`src/common/sync_pulse_pkg.sv`:
```
// Purpose: shared constants for the output sync pulse control block
// Assumes: pclk at 100 MHz, APB slave with 32-bit data
// Notes: register offsets are byte addresses
package sync_pulse_pkg;

  // ----------------------------------------------------------------
  // register map
  // ----------------------------------------------------------------
  localparam logic [7:0] ADDR_CTRL = 8'h00;
  localparam logic [7:0] ADDR_STATUS = 8'h04;
  localparam logic [7:0] ADDR_COMMAND = 8'h08;
  localparam logic [7:0] ADDR_PWM_PERIOD = 8'h0C;
  localparam logic [7:0] ADDR_PWM_DUTY = 8'h10;

  // ----------------------------------------------------------------
  // control fields
  // ----------------------------------------------------------------
  localparam int CTRL_ON_INV = 0;
  localparam int CTRL_OFF_INV = 1;
  localparam int CTRL_ON_FUNC_LO = 2;
  localparam int CTRL_OFF_FUNC_LO = 4;
  localparam int CTRL_ON_VAL_LO = 6;
  localparam int CTRL_OFF_VAL_LO = 8;
  localparam int CTRL_WIDTH = 10;
  localparam logic [9:0] CTRL_RESET = 10'h000;

  // ----------------------------------------------------------------
  // status and command fields
  // ----------------------------------------------------------------
  localparam int STAT_OUTPUT_ON = 0;
  localparam int STAT_ON_LEVEL = 1;
  localparam int STAT_OFF_LEVEL = 2;
  localparam int STAT_ON_TX = 3;
  localparam int STAT_OFF_TX = 4;
  localparam int STAT_ON_SEEN = 8;
  localparam int STAT_OFF_SEEN = 9;
  localparam int CMD_SWITCH_ON = 0;
  localparam int CMD_SWITCH_OFF = 1;

  // ----------------------------------------------------------------
  // pwm defaults
  // ----------------------------------------------------------------
  localparam int PWM_WIDTH = 16;
  localparam logic [15:0] PWM_PERIOD_RESET = 16'h03E8;
  localparam logic [15:0] PWM_DUTY_RESET = 16'h01F4;

  // ----------------------------------------------------------------
  // timing
  // ----------------------------------------------------------------
  localparam int CLK_PERIOD_NS = 10;
  localparam int PULSE_MIN_NS = 30000;
  localparam int PULSE_CYCLES = (PULSE_MIN_NS + CLK_PERIOD_NS - 1) / CLK_PERIOD_NS;
  localparam int PULSE_CNT_W = 12;

  // ----------------------------------------------------------------
  // line modes
  // ----------------------------------------------------------------
  typedef enum logic [1:0] {
    func_sync = 2'b00,
    func_input = 2'b01,
    func_output = 2'b10,
    func_idle = 2'b11
  } line_func_t;

  typedef enum logic [1:0] {
    val_true = 2'b00,
    val_false = 2'b01,
    val_pwm = 2'b10,
    val_none = 2'b11
  } line_val_t;

  typedef enum logic {
    tx_idle = 1'b0,
    tx_pulse = 1'b1
  } tx_state_t;

endpackage

```
`src/output_sync_pulse_control.sv`:
```
// Purpose: turn-on and turn-off sync lines coupling output switch state
// Assumes: panel_toggle is a one-cycle pulse from pclk logic
// Notes: each line pin is split into input, output and output enable
//
// Decided for this implementation: the register offsets and the APB slave port.
`timescale 1ns/100ps
module output_sync_pulse_control #(
  parameter int PULSE_LEN = sync_pulse_pkg::PULSE_CYCLES,
  parameter int PWM_W = sync_pulse_pkg::PWM_WIDTH
) (
  input wire logic pclk,
  input wire logic presetn,
  input wire logic psel,
  input wire logic penable,
  input wire logic pwrite,
  input wire logic [7:0] paddr,
  input wire logic [31:0] pwdata,
  output logic [31:0] prdata,
  output logic pready,
  output logic pslverr,
  input wire logic panel_toggle,
  output logic output_on,
  input wire logic sync_on_in,
  output logic sync_on_out,
  output logic sync_on_oe,
  input wire logic sync_off_in,
  output logic sync_off_out,
  output logic sync_off_oe
);

  localparam int CW = sync_pulse_pkg::PULSE_CNT_W;
  localparam logic [CW-1:0] TX_LAST = CW'(PULSE_LEN - 1);

  // ----------------------------------------------------------------
  // helpers
  // ----------------------------------------------------------------
  // digital bit to pin level
  function automatic logic pin_level(input logic bit_val, input logic inv);
    pin_level = ~bit_val ^ inv;
  endfunction

  // value selected in the output function
  function automatic logic out_value(input logic [1:0] sel, input logic pwm);
    case (sync_pulse_pkg::line_val_t'(sel))
      sync_pulse_pkg::val_true: out_value = 1'b1;
      sync_pulse_pkg::val_false: out_value = 1'b0;
      sync_pulse_pkg::val_pwm: out_value = pwm;
      default: out_value = 1'b0;
    endcase
  endfunction

  // ----------------------------------------------------------------
  // state
  // ----------------------------------------------------------------
  logic [sync_pulse_pkg::CTRL_WIDTH-1:0] ctrl;
  logic [PWM_W-1:0] pwm_period;
  logic [PWM_W-1:0] pwm_duty;
  logic [PWM_W-1:0] pwm_count;
  logic pwm_bit;
  logic on_seen;
  logic off_seen;
  sync_pulse_pkg::tx_state_t on_tx;
  sync_pulse_pkg::tx_state_t off_tx;
  logic [CW-1:0] on_tx_count;
  logic [CW-1:0] off_tx_count;
  logic on_level;
  logic off_level;
  logic on_rx_pulse;
  logic off_rx_pulse;

  // ----------------------------------------------------------------
  // apb decode
  // ----------------------------------------------------------------
  wire logic setup_phase = psel && !penable;
  wire logic access_phase = psel && penable;
  wire logic hit_ctrl = (paddr == sync_pulse_pkg::ADDR_CTRL);
  wire logic hit_status = (paddr == sync_pulse_pkg::ADDR_STATUS);
  wire logic hit_command = (paddr == sync_pulse_pkg::ADDR_COMMAND);
  wire logic hit_period = (paddr == sync_pulse_pkg::ADDR_PWM_PERIOD);
  wire logic hit_duty = (paddr == sync_pulse_pkg::ADDR_PWM_DUTY);
  wire logic hit_any = hit_ctrl || hit_status || hit_command || hit_period || hit_duty;
  wire logic wr_en = access_phase && pwrite && hit_any;
  wire logic wr_ctrl = wr_en && hit_ctrl;
  wire logic wr_status = wr_en && hit_status;
  wire logic wr_command = wr_en && hit_command;
  wire logic wr_period = wr_en && hit_period;
  wire logic wr_duty = wr_en && hit_duty;

  assign pready = 1'b1;
  assign pslverr = access_phase && !hit_any;

  // ----------------------------------------------------------------
  // control fields
  // ----------------------------------------------------------------
  wire logic on_inv = ctrl[sync_pulse_pkg::CTRL_ON_INV];
  wire logic off_inv = ctrl[sync_pulse_pkg::CTRL_OFF_INV];
  wire logic [1:0] on_func = ctrl[sync_pulse_pkg::CTRL_ON_FUNC_LO +: 2];
  wire logic [1:0] off_func = ctrl[sync_pulse_pkg::CTRL_OFF_FUNC_LO +: 2];
  wire logic [1:0] on_val = ctrl[sync_pulse_pkg::CTRL_ON_VAL_LO +: 2];
  wire logic [1:0] off_val = ctrl[sync_pulse_pkg::CTRL_OFF_VAL_LO +: 2];
  wire logic on_is_sync = (on_func == sync_pulse_pkg::func_sync);
  wire logic off_is_sync = (off_func == sync_pulse_pkg::func_sync);
  wire logic on_is_out = (on_func == sync_pulse_pkg::func_output);
  wire logic off_is_out = (off_func == sync_pulse_pkg::func_output);

  // ----------------------------------------------------------------
  // switch requests
  // ----------------------------------------------------------------
  wire logic cmd_on = wr_command && pwdata[sync_pulse_pkg::CMD_SWITCH_ON];
  wire logic cmd_off = wr_command && pwdata[sync_pulse_pkg::CMD_SWITCH_OFF];
  wire logic local_on = !output_on && (panel_toggle || cmd_on);
  wire logic local_off = output_on && (panel_toggle || cmd_off);
  wire logic remote_on = !output_on && on_is_sync && on_rx_pulse;
  wire logic remote_off = output_on && off_is_sync && off_rx_pulse;

  always_ff @(posedge pclk or negedge presetn) begin
    if (!presetn) begin
      output_on <= 1'b0;
    end else if (local_on || remote_on) begin
      output_on <= 1'b1;
    end else if (local_off || remote_off) begin
      output_on <= 1'b0;
    end
  end

  // ----------------------------------------------------------------
  // turn-on pulse sender
  // ----------------------------------------------------------------
  // pulse on turn-on
  always_ff @(posedge pclk or negedge presetn) begin
    if (!presetn) begin
      on_tx <= sync_pulse_pkg::tx_idle;
      on_tx_count <= '0;
    end else begin
      case (on_tx)
        sync_pulse_pkg::tx_idle: begin
          on_tx_count <= '0;
          if (local_on && on_is_sync) begin
            on_tx <= sync_pulse_pkg::tx_pulse;
          end
        end
        sync_pulse_pkg::tx_pulse: begin
          on_tx_count <= on_tx_count + CW'(1);
          if (on_tx_count == TX_LAST) begin
            on_tx <= sync_pulse_pkg::tx_idle;
          end
        end
        default: on_tx <= sync_pulse_pkg::tx_idle;
      endcase
    end
  end

  // ----------------------------------------------------------------
  // turn-off pulse sender
  // ----------------------------------------------------------------
  // pulse on turn-off
  always_ff @(posedge pclk or negedge presetn) begin
    if (!presetn) begin
      off_tx <= sync_pulse_pkg::tx_idle;
      off_tx_count <= '0;
    end else begin
      case (off_tx)
        sync_pulse_pkg::tx_idle: begin
          off_tx_count <= '0;
          if (local_off && off_is_sync) begin
            off_tx <= sync_pulse_pkg::tx_pulse;
          end
        end
        sync_pulse_pkg::tx_pulse: begin
          off_tx_count <= off_tx_count + CW'(1);
          if (off_tx_count == TX_LAST) begin
            off_tx <= sync_pulse_pkg::tx_idle;
          end
        end
        default: off_tx <= sync_pulse_pkg::tx_idle;
      endcase
    end
  end

  wire logic on_busy = (on_tx == sync_pulse_pkg::tx_pulse);
  wire logic off_busy = (off_tx == sync_pulse_pkg::tx_pulse);

  // ----------------------------------------------------------------
  // receivers
  // ----------------------------------------------------------------
  // own pulse is blanked so a sender does not retrigger itself
  // receive turn-on pulses
  sync_line_rx #(
    .MIN_CYCLES(PULSE_LEN)
  ) u_on_rx (
    .pclk(pclk),
    .presetn(presetn),
    .pin_in(sync_on_in),
    .invert(on_inv),
    .enable(on_is_sync && !on_busy),
    .level(on_level),
    .pulse(on_rx_pulse)
  );

  sync_line_rx #(
    .MIN_CYCLES(PULSE_LEN)
  ) u_off_rx (
    .pclk(pclk),
    .presetn(presetn),
    .pin_in(sync_off_in),
    .invert(off_inv),
    .enable(off_is_sync && !off_busy),
    .level(off_level),
    .pulse(off_rx_pulse)
  );

  // ----------------------------------------------------------------
  // pwm waveform
  // ----------------------------------------------------------------
  // pwm source
  wire logic pwm_wrap = (pwm_count >= pwm_period - PWM_W'(1));
  always_ff @(posedge pclk or negedge presetn) begin
    if (!presetn) begin
      pwm_count <= '0;
      pwm_bit <= 1'b0;
    end else begin
      pwm_count <= pwm_wrap ? '0 : pwm_count + PWM_W'(1);
      pwm_bit <= (pwm_count < pwm_duty);
    end
  end

  // ----------------------------------------------------------------
  // pin drivers
  // ----------------------------------------------------------------
  // output function value
  wire logic on_bit = on_is_out ? out_value(on_val, pwm_bit) : 1'b1;
  wire logic off_bit = off_is_out ? out_value(off_val, pwm_bit) : 1'b1;

  always_ff @(posedge pclk or negedge presetn) begin
    if (!presetn) begin
      sync_on_out <= 1'b1;
      sync_on_oe <= 1'b0;
      sync_off_out <= 1'b1;
      sync_off_oe <= 1'b0;
    end else begin
      sync_on_out <= pin_level(on_bit, on_inv);
      sync_off_out <= pin_level(off_bit, off_inv);
      sync_on_oe <= on_is_out || (on_is_sync && on_busy);
      sync_off_oe <= off_is_out || (off_is_sync && off_busy);
    end
  end

  // ----------------------------------------------------------------
  // software registers
  // ----------------------------------------------------------------
  always_ff @(posedge pclk or negedge presetn) begin
    if (!presetn) begin
      ctrl <= sync_pulse_pkg::CTRL_RESET;
      pwm_period <= PWM_W'(sync_pulse_pkg::PWM_PERIOD_RESET);
      pwm_duty <= PWM_W'(sync_pulse_pkg::PWM_DUTY_RESET);
    end else begin
      if (wr_ctrl) begin
        ctrl <= pwdata[sync_pulse_pkg::CTRL_WIDTH-1:0];
      end
      if (wr_period) begin
        pwm_period <= pwdata[PWM_W-1:0];
      end
      if (wr_duty) begin
        pwm_duty <= pwdata[PWM_W-1:0];
      end
    end
  end

  // received-pulse flags, set wins over write-one clear
  wire logic clr_on_seen = wr_status && pwdata[sync_pulse_pkg::STAT_ON_SEEN];
  wire logic clr_off_seen = wr_status && pwdata[sync_pulse_pkg::STAT_OFF_SEEN];
  always_ff @(posedge pclk or negedge presetn) begin
    if (!presetn) begin
      on_seen <= 1'b0;
      off_seen <= 1'b0;
    end else begin
      on_seen <= on_rx_pulse || (on_seen && !clr_on_seen);
      off_seen <= off_rx_pulse || (off_seen && !clr_off_seen);
    end
  end

  // ----------------------------------------------------------------
  // read data
  // ----------------------------------------------------------------
  logic [31:0] status_word;
  always_comb begin
    status_word = '0;
    status_word[sync_pulse_pkg::STAT_OUTPUT_ON] = output_on;
    status_word[sync_pulse_pkg::STAT_ON_LEVEL] = on_level;
    status_word[sync_pulse_pkg::STAT_OFF_LEVEL] = off_level;
    status_word[sync_pulse_pkg::STAT_ON_TX] = on_busy;
    status_word[sync_pulse_pkg::STAT_OFF_TX] = off_busy;
    status_word[sync_pulse_pkg::STAT_ON_SEEN] = on_seen;
    status_word[sync_pulse_pkg::STAT_OFF_SEEN] = off_seen;
  end

  wire logic [31:0] rd_mux =
    hit_ctrl ? {{(32 - sync_pulse_pkg::CTRL_WIDTH){1'b0}}, ctrl} :
    hit_status ? status_word :
    hit_period ? {{(32 - PWM_W){1'b0}}, pwm_period} :
    hit_duty ? {{(32 - PWM_W){1'b0}}, pwm_duty} :
    32'h0000_0000;

  // captured in the setup cycle, stable through the access cycle
  always_ff @(posedge pclk or negedge presetn) begin
    if (!presetn) begin
      prdata <= 32'h0000_0000;
    end else if (setup_phase && !pwrite) begin
      prdata <= rd_mux;
    end
  end

endmodule // output_sync_pulse_control

```
`src/sync_line_rx.sv`:
```
// Purpose: synchronise one sync line and qualify its active pulses
// Assumes: pin_in is asynchronous to pclk
// Notes: level is the polarity-corrected digital value
`timescale 1ns/100ps
module sync_line_rx #(
  parameter int MIN_CYCLES = sync_pulse_pkg::PULSE_CYCLES
) (
  input wire logic pclk,
  input wire logic presetn,
  input wire logic pin_in,
  input wire logic invert,
  input wire logic enable,
  output logic level,
  output logic pulse
);

  localparam int CW = sync_pulse_pkg::PULSE_CNT_W;
  localparam logic [CW-1:0] CNT_LAST = CW'(MIN_CYCLES - 1);
  localparam logic [CW-1:0] CNT_DONE = CW'(MIN_CYCLES);

  logic meta;
  logic pin_sync;
  logic [CW-1:0] count;
  wire logic active_bit;
  wire logic counting;

  // ----------------------------------------------------------------
  // two-flop synchroniser
  // ----------------------------------------------------------------
  // sync to clock
  always_ff @(posedge pclk or negedge presetn) begin
    if (!presetn) begin
      meta <= 1'b1;
      pin_sync <= 1'b1;
    end else begin
      meta <= pin_in;
      pin_sync <= meta;
    end
  end

  assign active_bit = ~pin_sync ^ invert;
  assign counting = enable && active_bit;

  // ----------------------------------------------------------------
  // level and pulse qualifier
  // ----------------------------------------------------------------
  // sample outside level
  always_ff @(posedge pclk or negedge presetn) begin
    if (!presetn) begin
      level <= 1'b0;
    end else begin
      level <= active_bit;
    end
  end

  always_ff @(posedge pclk or negedge presetn) begin
    if (!presetn) begin
      count <= '0;
      pulse <= 1'b0;
    end else begin
      pulse <= counting && (count == CNT_LAST);
      if (!counting) begin
        count <= '0;
      end else if (count != CNT_DONE) begin
        count <= count + CW'(1);
      end
    end
  end

endmodule // sync_line_rx
```
`config.mk`:
```
export PLATFORM = sky130hd
export DESIGN_NAME = output_sync_pulse_control
export DESIGN_NICKNAME = d
export VERILOG_FILES = /design/src/common/sync_pulse_pkg.sv /design/src/output_sync_pulse_control.sv /design/src/sync_line_rx.sv
export SDC_FILE = /design/constraint.sdc
export NUM_CORES = 1
export LEC_CHECK = 0
export ABC_AREA = 0
export BUFFER_PORTS_ARGS = -buffer_cell sky130_fd_sc_hd__buf_4
export CORE_ASPECT_RATIO = 0.7
export CORE_MARGIN = 5
export CORE_UTILIZATION = 53
export DETAILED_ROUTE_END_ITERATION = 16
export GPL_ROUTABILITY_DRIVEN = 0
export PLACE_DENSITY = 0.78
export SLEW_MARGIN = 20
export SYNTH_ARGS = -nofsm -noshare
export SYNTH_HDL_FRONTEND = slang
export SYNTH_HIERARCHICAL = 1
export SYNTH_SLANG_ARGS = --single-unit
```
`constraint.sdc`:
```
create_clock -name pclk -period 2.65 [get_ports pclk]
set_input_delay 0.265 -clock pclk [delete_from_list [all_inputs] [get_ports pclk]]
set_output_delay 0.265 -clock pclk [all_outputs]
set_load 0.02 [all_outputs]
```
# Word-level counts from Yosys, hierarchy flattened
# Cells that the tools add are included.
# totals
wordCells	143
output_inout_bits	39
reg_bits	156
inputBits	48
# classes
mux	23
n_bitwise	10
reduce_logical	59
add_sub_neg	6
n_eq_ne	16
magnitude_cmp	2
# op_table
cell	count
$mux 16	5
$add 12x1->12 const B	4
$eq 12x12->1 const B	4
$mux 12	4
$pmux 12 s2	2
$logic_and 1x1->1	33
$ne 12x12->1 const B	2
$add 16x1->16 const B	1
$eq 8x4->1 const B	2
$ge 16x16->1	1
$lt 16x16->1	1
$sub 16x1->16 const B	1
$logic_or 1x1->1	12
$eq 2x2->1 const B	4
$eq 8x3->1 const B	1
$eq 8x5->1 const B	1
$logic_not 1->1	8
$logic_not 2->1	4
$logic_not 8->1	1
$mux 1	8
$pmux 1 s2	4
$not 1->1	6
$ne 2x2->1 const B	2
$xor 1x1->1	4
$reduce_bool 2->1	1

# Depth between registers and ports, before layout
# depth
word_depth	13
ltp_mapped	13
ltp_nobuf	12

# Hierarchy
# Netlist, hierarchy kept.
# by_module_without_submodules
mod	seq_area_each_um2	area_per_inst_um2	n_inst	cells_per_inst
output_sync_pulse_control	2720.1	6044.5	1	580
sync_line_rx	402.9	804.5	2	77

# Least setup slack after synthesis
# Ideal clock, no wire load.
# synth_timing
path_kind	reg2reg
startpoint	reg pwm_period[4]
endpoint	reg pwm_count[10]
required_time_ns	2.518
n_path_buf	1
path_slack_ns	-0.289
setup_ns	0.132
path_stages_with_launch	13
t_arrival_ns	2.807
period_less_slack_ns	2.939
path_cell_list	dfrtp_1 > nor4_1 > nand2_1 > or4_4 > nor3_1 > xnor2_1 > ha_1 > a21oi_1 > o21ai_0 > nand3b_1 > o22a_1 > clkbuf_1 > nor2_1
# synth_via
elab_chain_len	3
# synth_lines
element	line_no	rtl
start, declared	output_sync_pulse_control.sv:56	logic [PWM_W-1:0] pwm_period;
start signal, assigned	output_sync_pulse_control.sv:254	pwm_period <= PWM_W'(sync_pulse_pkg::PWM_PERIOD_RESET);
start signal, assigned	output_sync_pulse_control.sv:261	pwm_period <= pwdata[PWM_W-1:0];
$sub 16x1->16	output_sync_pulse_control.sv:216	wire logic pwm_wrap = (pwm_count >= pwm_period - PWM_W'(1));
$ge 16x16->1	output_sync_pulse_control.sv:216	
$mux 16	output_sync_pulse_control.sv:222	pwm_count <= pwm_wrap ? '0 : pwm_count + PWM_W'(1);
end signal, assigned	output_sync_pulse_control.sv:222	
end, declared	output_sync_pulse_control.sv:58	logic [PWM_W-1:0] pwm_count;
# Every way passes these cells.
# A chain may end at the register's enable or synchronous reset.

# Worst setup path after layout
# layout_timing
startpoint	reg pwm_period[7]
endpoint	reg pwm_count[2]
# The elaborated chain is that of the path after synthesis.

==> results.yml <==
worst_setup_path:
  arrival_ns: 3.23
  critPathLaunchType: "flop"
  crit_fanout: 16
  path_class: "flop to flop"
  crit_required_ns: 2.99
  crit_path_end_kind: "flop"
finish:
  diodes: 0
  syn2layout_area_growth_pct: 18.0
  layout-drive-gt1-share_pct: 24.2
  finalNonFillerCells: 1012
  nets: 896
route:
  drt_iter0_markers: 516
  post_drt_wl_per_cell_microns: 18.5
  drc: 0
  vias_per_cell: 5.90
  wirelength_microns: 18700
  ant_nets: 0
  dr.pass1.iters: 5
  vias: 5971
timing:
  period_share_pct: 109
  hold_viol: 0
  setup_slack_ns: -0.237
  slew_viol_final: 0
  max_freq_mhz: 346
  setup_violations: 16
  grt_setup_unrepaired: "yes"
  max_slew_margin_pct: 52.1
  finClkSkew_ns: 0.0101
  tightest_slew_ns: 0.719
  finalWorstPathRequiredPeriod_ns: 2.89
yosys:
  synth-warning-count: 6
  synth.largest_area_cell: "dfrtp_1"
  async_flop_share_pct: 100
  synth_top_area_share_pct: 39.9
  ys_top_cells_by_area: "dfrtp_1 (40%), ha_1 (6.4%), dfstp_2 (6.2%)"
  ys_types: 62
  avgSynthCellArea_sq_um: 10.4
  synth_most_common_cell: "dfrtp_1"
  ys_ff_latch: 140
  synthTopCellsByCount: "dfrtp_1 (122), nor2_1 (47), nand2_1 (43)"
  synth_edf_count: 0
  synth.cell_area_sq_um: 7650
  ys_seq_area_share_pct: 46.1
  synthCells: 734
  synthFlopType: "dfrtp_1"
clocking:
  clk_pin_slew_worst_paths_ns: 0.07
  cts_sinks: 140
  clk_latency_ns: 0.42
  cts_htree_levels: 4
  cts_tree: "built"
  cts_buffer_depth: 2
  cts_root_buf: "clkbuf_16"
  cts_buffers: 17
power:
  ir_drop_mv: 0.481
  finalPower_mw: 4.92
  leakagePower_nw: 4.14
  powerDensity_nw_per_um2: 545
run_status:
  violations: "setup timing"
  status: "finished with violations"
placed_design:
  dp_cells: 976
  port_buffers: 53
  hpwlAfterDp_microns: 13700
grt:
  grt_antenna_before_repair: 0
  grt_max_degree: 78
  grt_pass1_vias: 6089
  grt_first_pass_wirelength_microns: 31100
  grt.total_usage_pct: 22.6
  grt_remaining_overflow: 0
floorplan:
  core_sq_um: 14100
  fp.dieW_microns: 154
  dieArea_sq_um: 17000
  std_cell_rows: 36
  start_util_pct: 54.5
  io_pins: 87
  chipHeight_microns: 111
flow_run:
  cap_violations: 0
worst_hold_path:
  worstHoldPathType: "input pin to flop"
-- where the power goes --
group / total, mW / switching [mW] / internal [mW]
Sequential: 2.18 / 0.0202 / 2.16
Combinational: 0.343 / 0.206 / 0.137
Clock: 2.39 / 0.984 / 1.41
Total: 4.92 / 1.21 / 3.71
-- worst max-delay path: stages, from the launching register on --
cell,delay [ns]
dfstp_2,0.37
or3_4,0.41
or4_4,0.54
nor3_4,0.13
xnor2_1,0.11
ha_1,0.34
a21oi_2,0.15
o21ai_1,0.09
nand3b_1,0.16
o22a_1,0.21
buf_12,0.16
nor2_1,0.12
-- flip-flops by register name, summed over array words and instances, names as in the netlist, 10 cells and up --
name / flops
pwm_count: 16
on_tx_count: 12
off_tx_count: 12
u_off_rx/count: 12
u_on_rx/count: 12
pwm_duty: 16
pwm_period: 16
prdata: 16
ctrl: 10
-- layout by cell type, fill, tap and decap left out, types with 10 or more instances in the layout --
master / n
mux2_4: 10
conb_1: 17
clkbuf_16: 17
dfstp_2: 18
and2_1: 17
inv_1: 30
nand4_1: 14
nor3_1: 13
ha_1: 39
o21ai_0: 26
buf_4: 76
a21oi_1: 36
nand2_1: 42
xor2_1: 29
xnor2_1: 25
nor2_1: 43
mux2i_1: 11
dfrtp_1: 122
o31ai_1: 11
nand3_1: 41
mux2_2: 30
-- kinds of logic after synthesis --
family | Yosys count | synth area share [%]
compound gates | 119 | 9.74
simple gates | 257 | 19.0
other cells | 2 | 0.0981
buf+inv | 71 | 4.59
mux | 52 | 7.96
flops | 140 | 46.1
xor+xnor | 54 | 6.18
fa+ha+maj | 39 | 6.38
-- through the flow --
step	area (sq um)	util [%]	hold WS, ns	TNS, ns	setup WS, ns
after floorplan	7760	-	-0.0306	-0.593	-0.0605
after CTS	8990	64.0	0.0656	-2.67	-0.188
after detailed placement	8360	59.5	0.347	-2.68	-0.210
after global placement	8360	59.5	0.339	-1.07	-0.0762
after global routing	9030	64.3	0.0725	-5.77	-0.377
final	9030	64.3	0.0816	-3.35	-0.237
-- layer usage --
layer	vias to the layer above	routed length, microns	track usage, %
met1	2944	8400	32.3
met5	-	0	0
met4	0	335	6.88
met3	42	1490	5.79
li1	2751	-	-
met2	234	8530	34.0
-- cell type report --
cell class / count / area [sq um]
multi-input cells: 538 / 3920
fillers: 1062 / 5020
clock buffers: 18 / 429
inverters: 30 / 113
clock inverters: 14 / 160
repair buffers: 82 / 652
well taps: 190 / 238
flip-flops and latches: 140 / 3530
-- worst paths after layout --
check | from | to | slack (ns) | cells after the start
setup / recovery | pwm_period[7]$_DFFE_PN1P_ | pwm_count[2]$_DFF_PN0_ | -0.24 | 11
max in group asynchronous | presetn | pwm_period[9]$_DFFE_PN1P_ | 1.46 | 3
hold reg to reg | u_on_rx/meta$_DFF_PN1_ | u_on_rx/pin_sync$_DFF_PN1_ | 0.35 | 0
hold / removal | pwdata[11] | pwm_period[11]$_DFFE_PN0P_ | 0.08 | 2
min in group asynchronous | presetn | pwm_count[11]$_DFF_PN0_ | 0.44 | 2
setup reg to reg | pwm_period[7]$_DFFE_PN1P_ | pwm_count[2]$_DFF_PN0_ | -0.24 | 11
-- timing repair --
item,CTS,global route
setup buffers,0,1
hold endpoints to repair,66,0
resized for setup,3,8
hold buffers,3,0
setup endpoints to repair,16,16
pin swaps,3,3
Note: power is estimated with default switching activity, not from simulation.
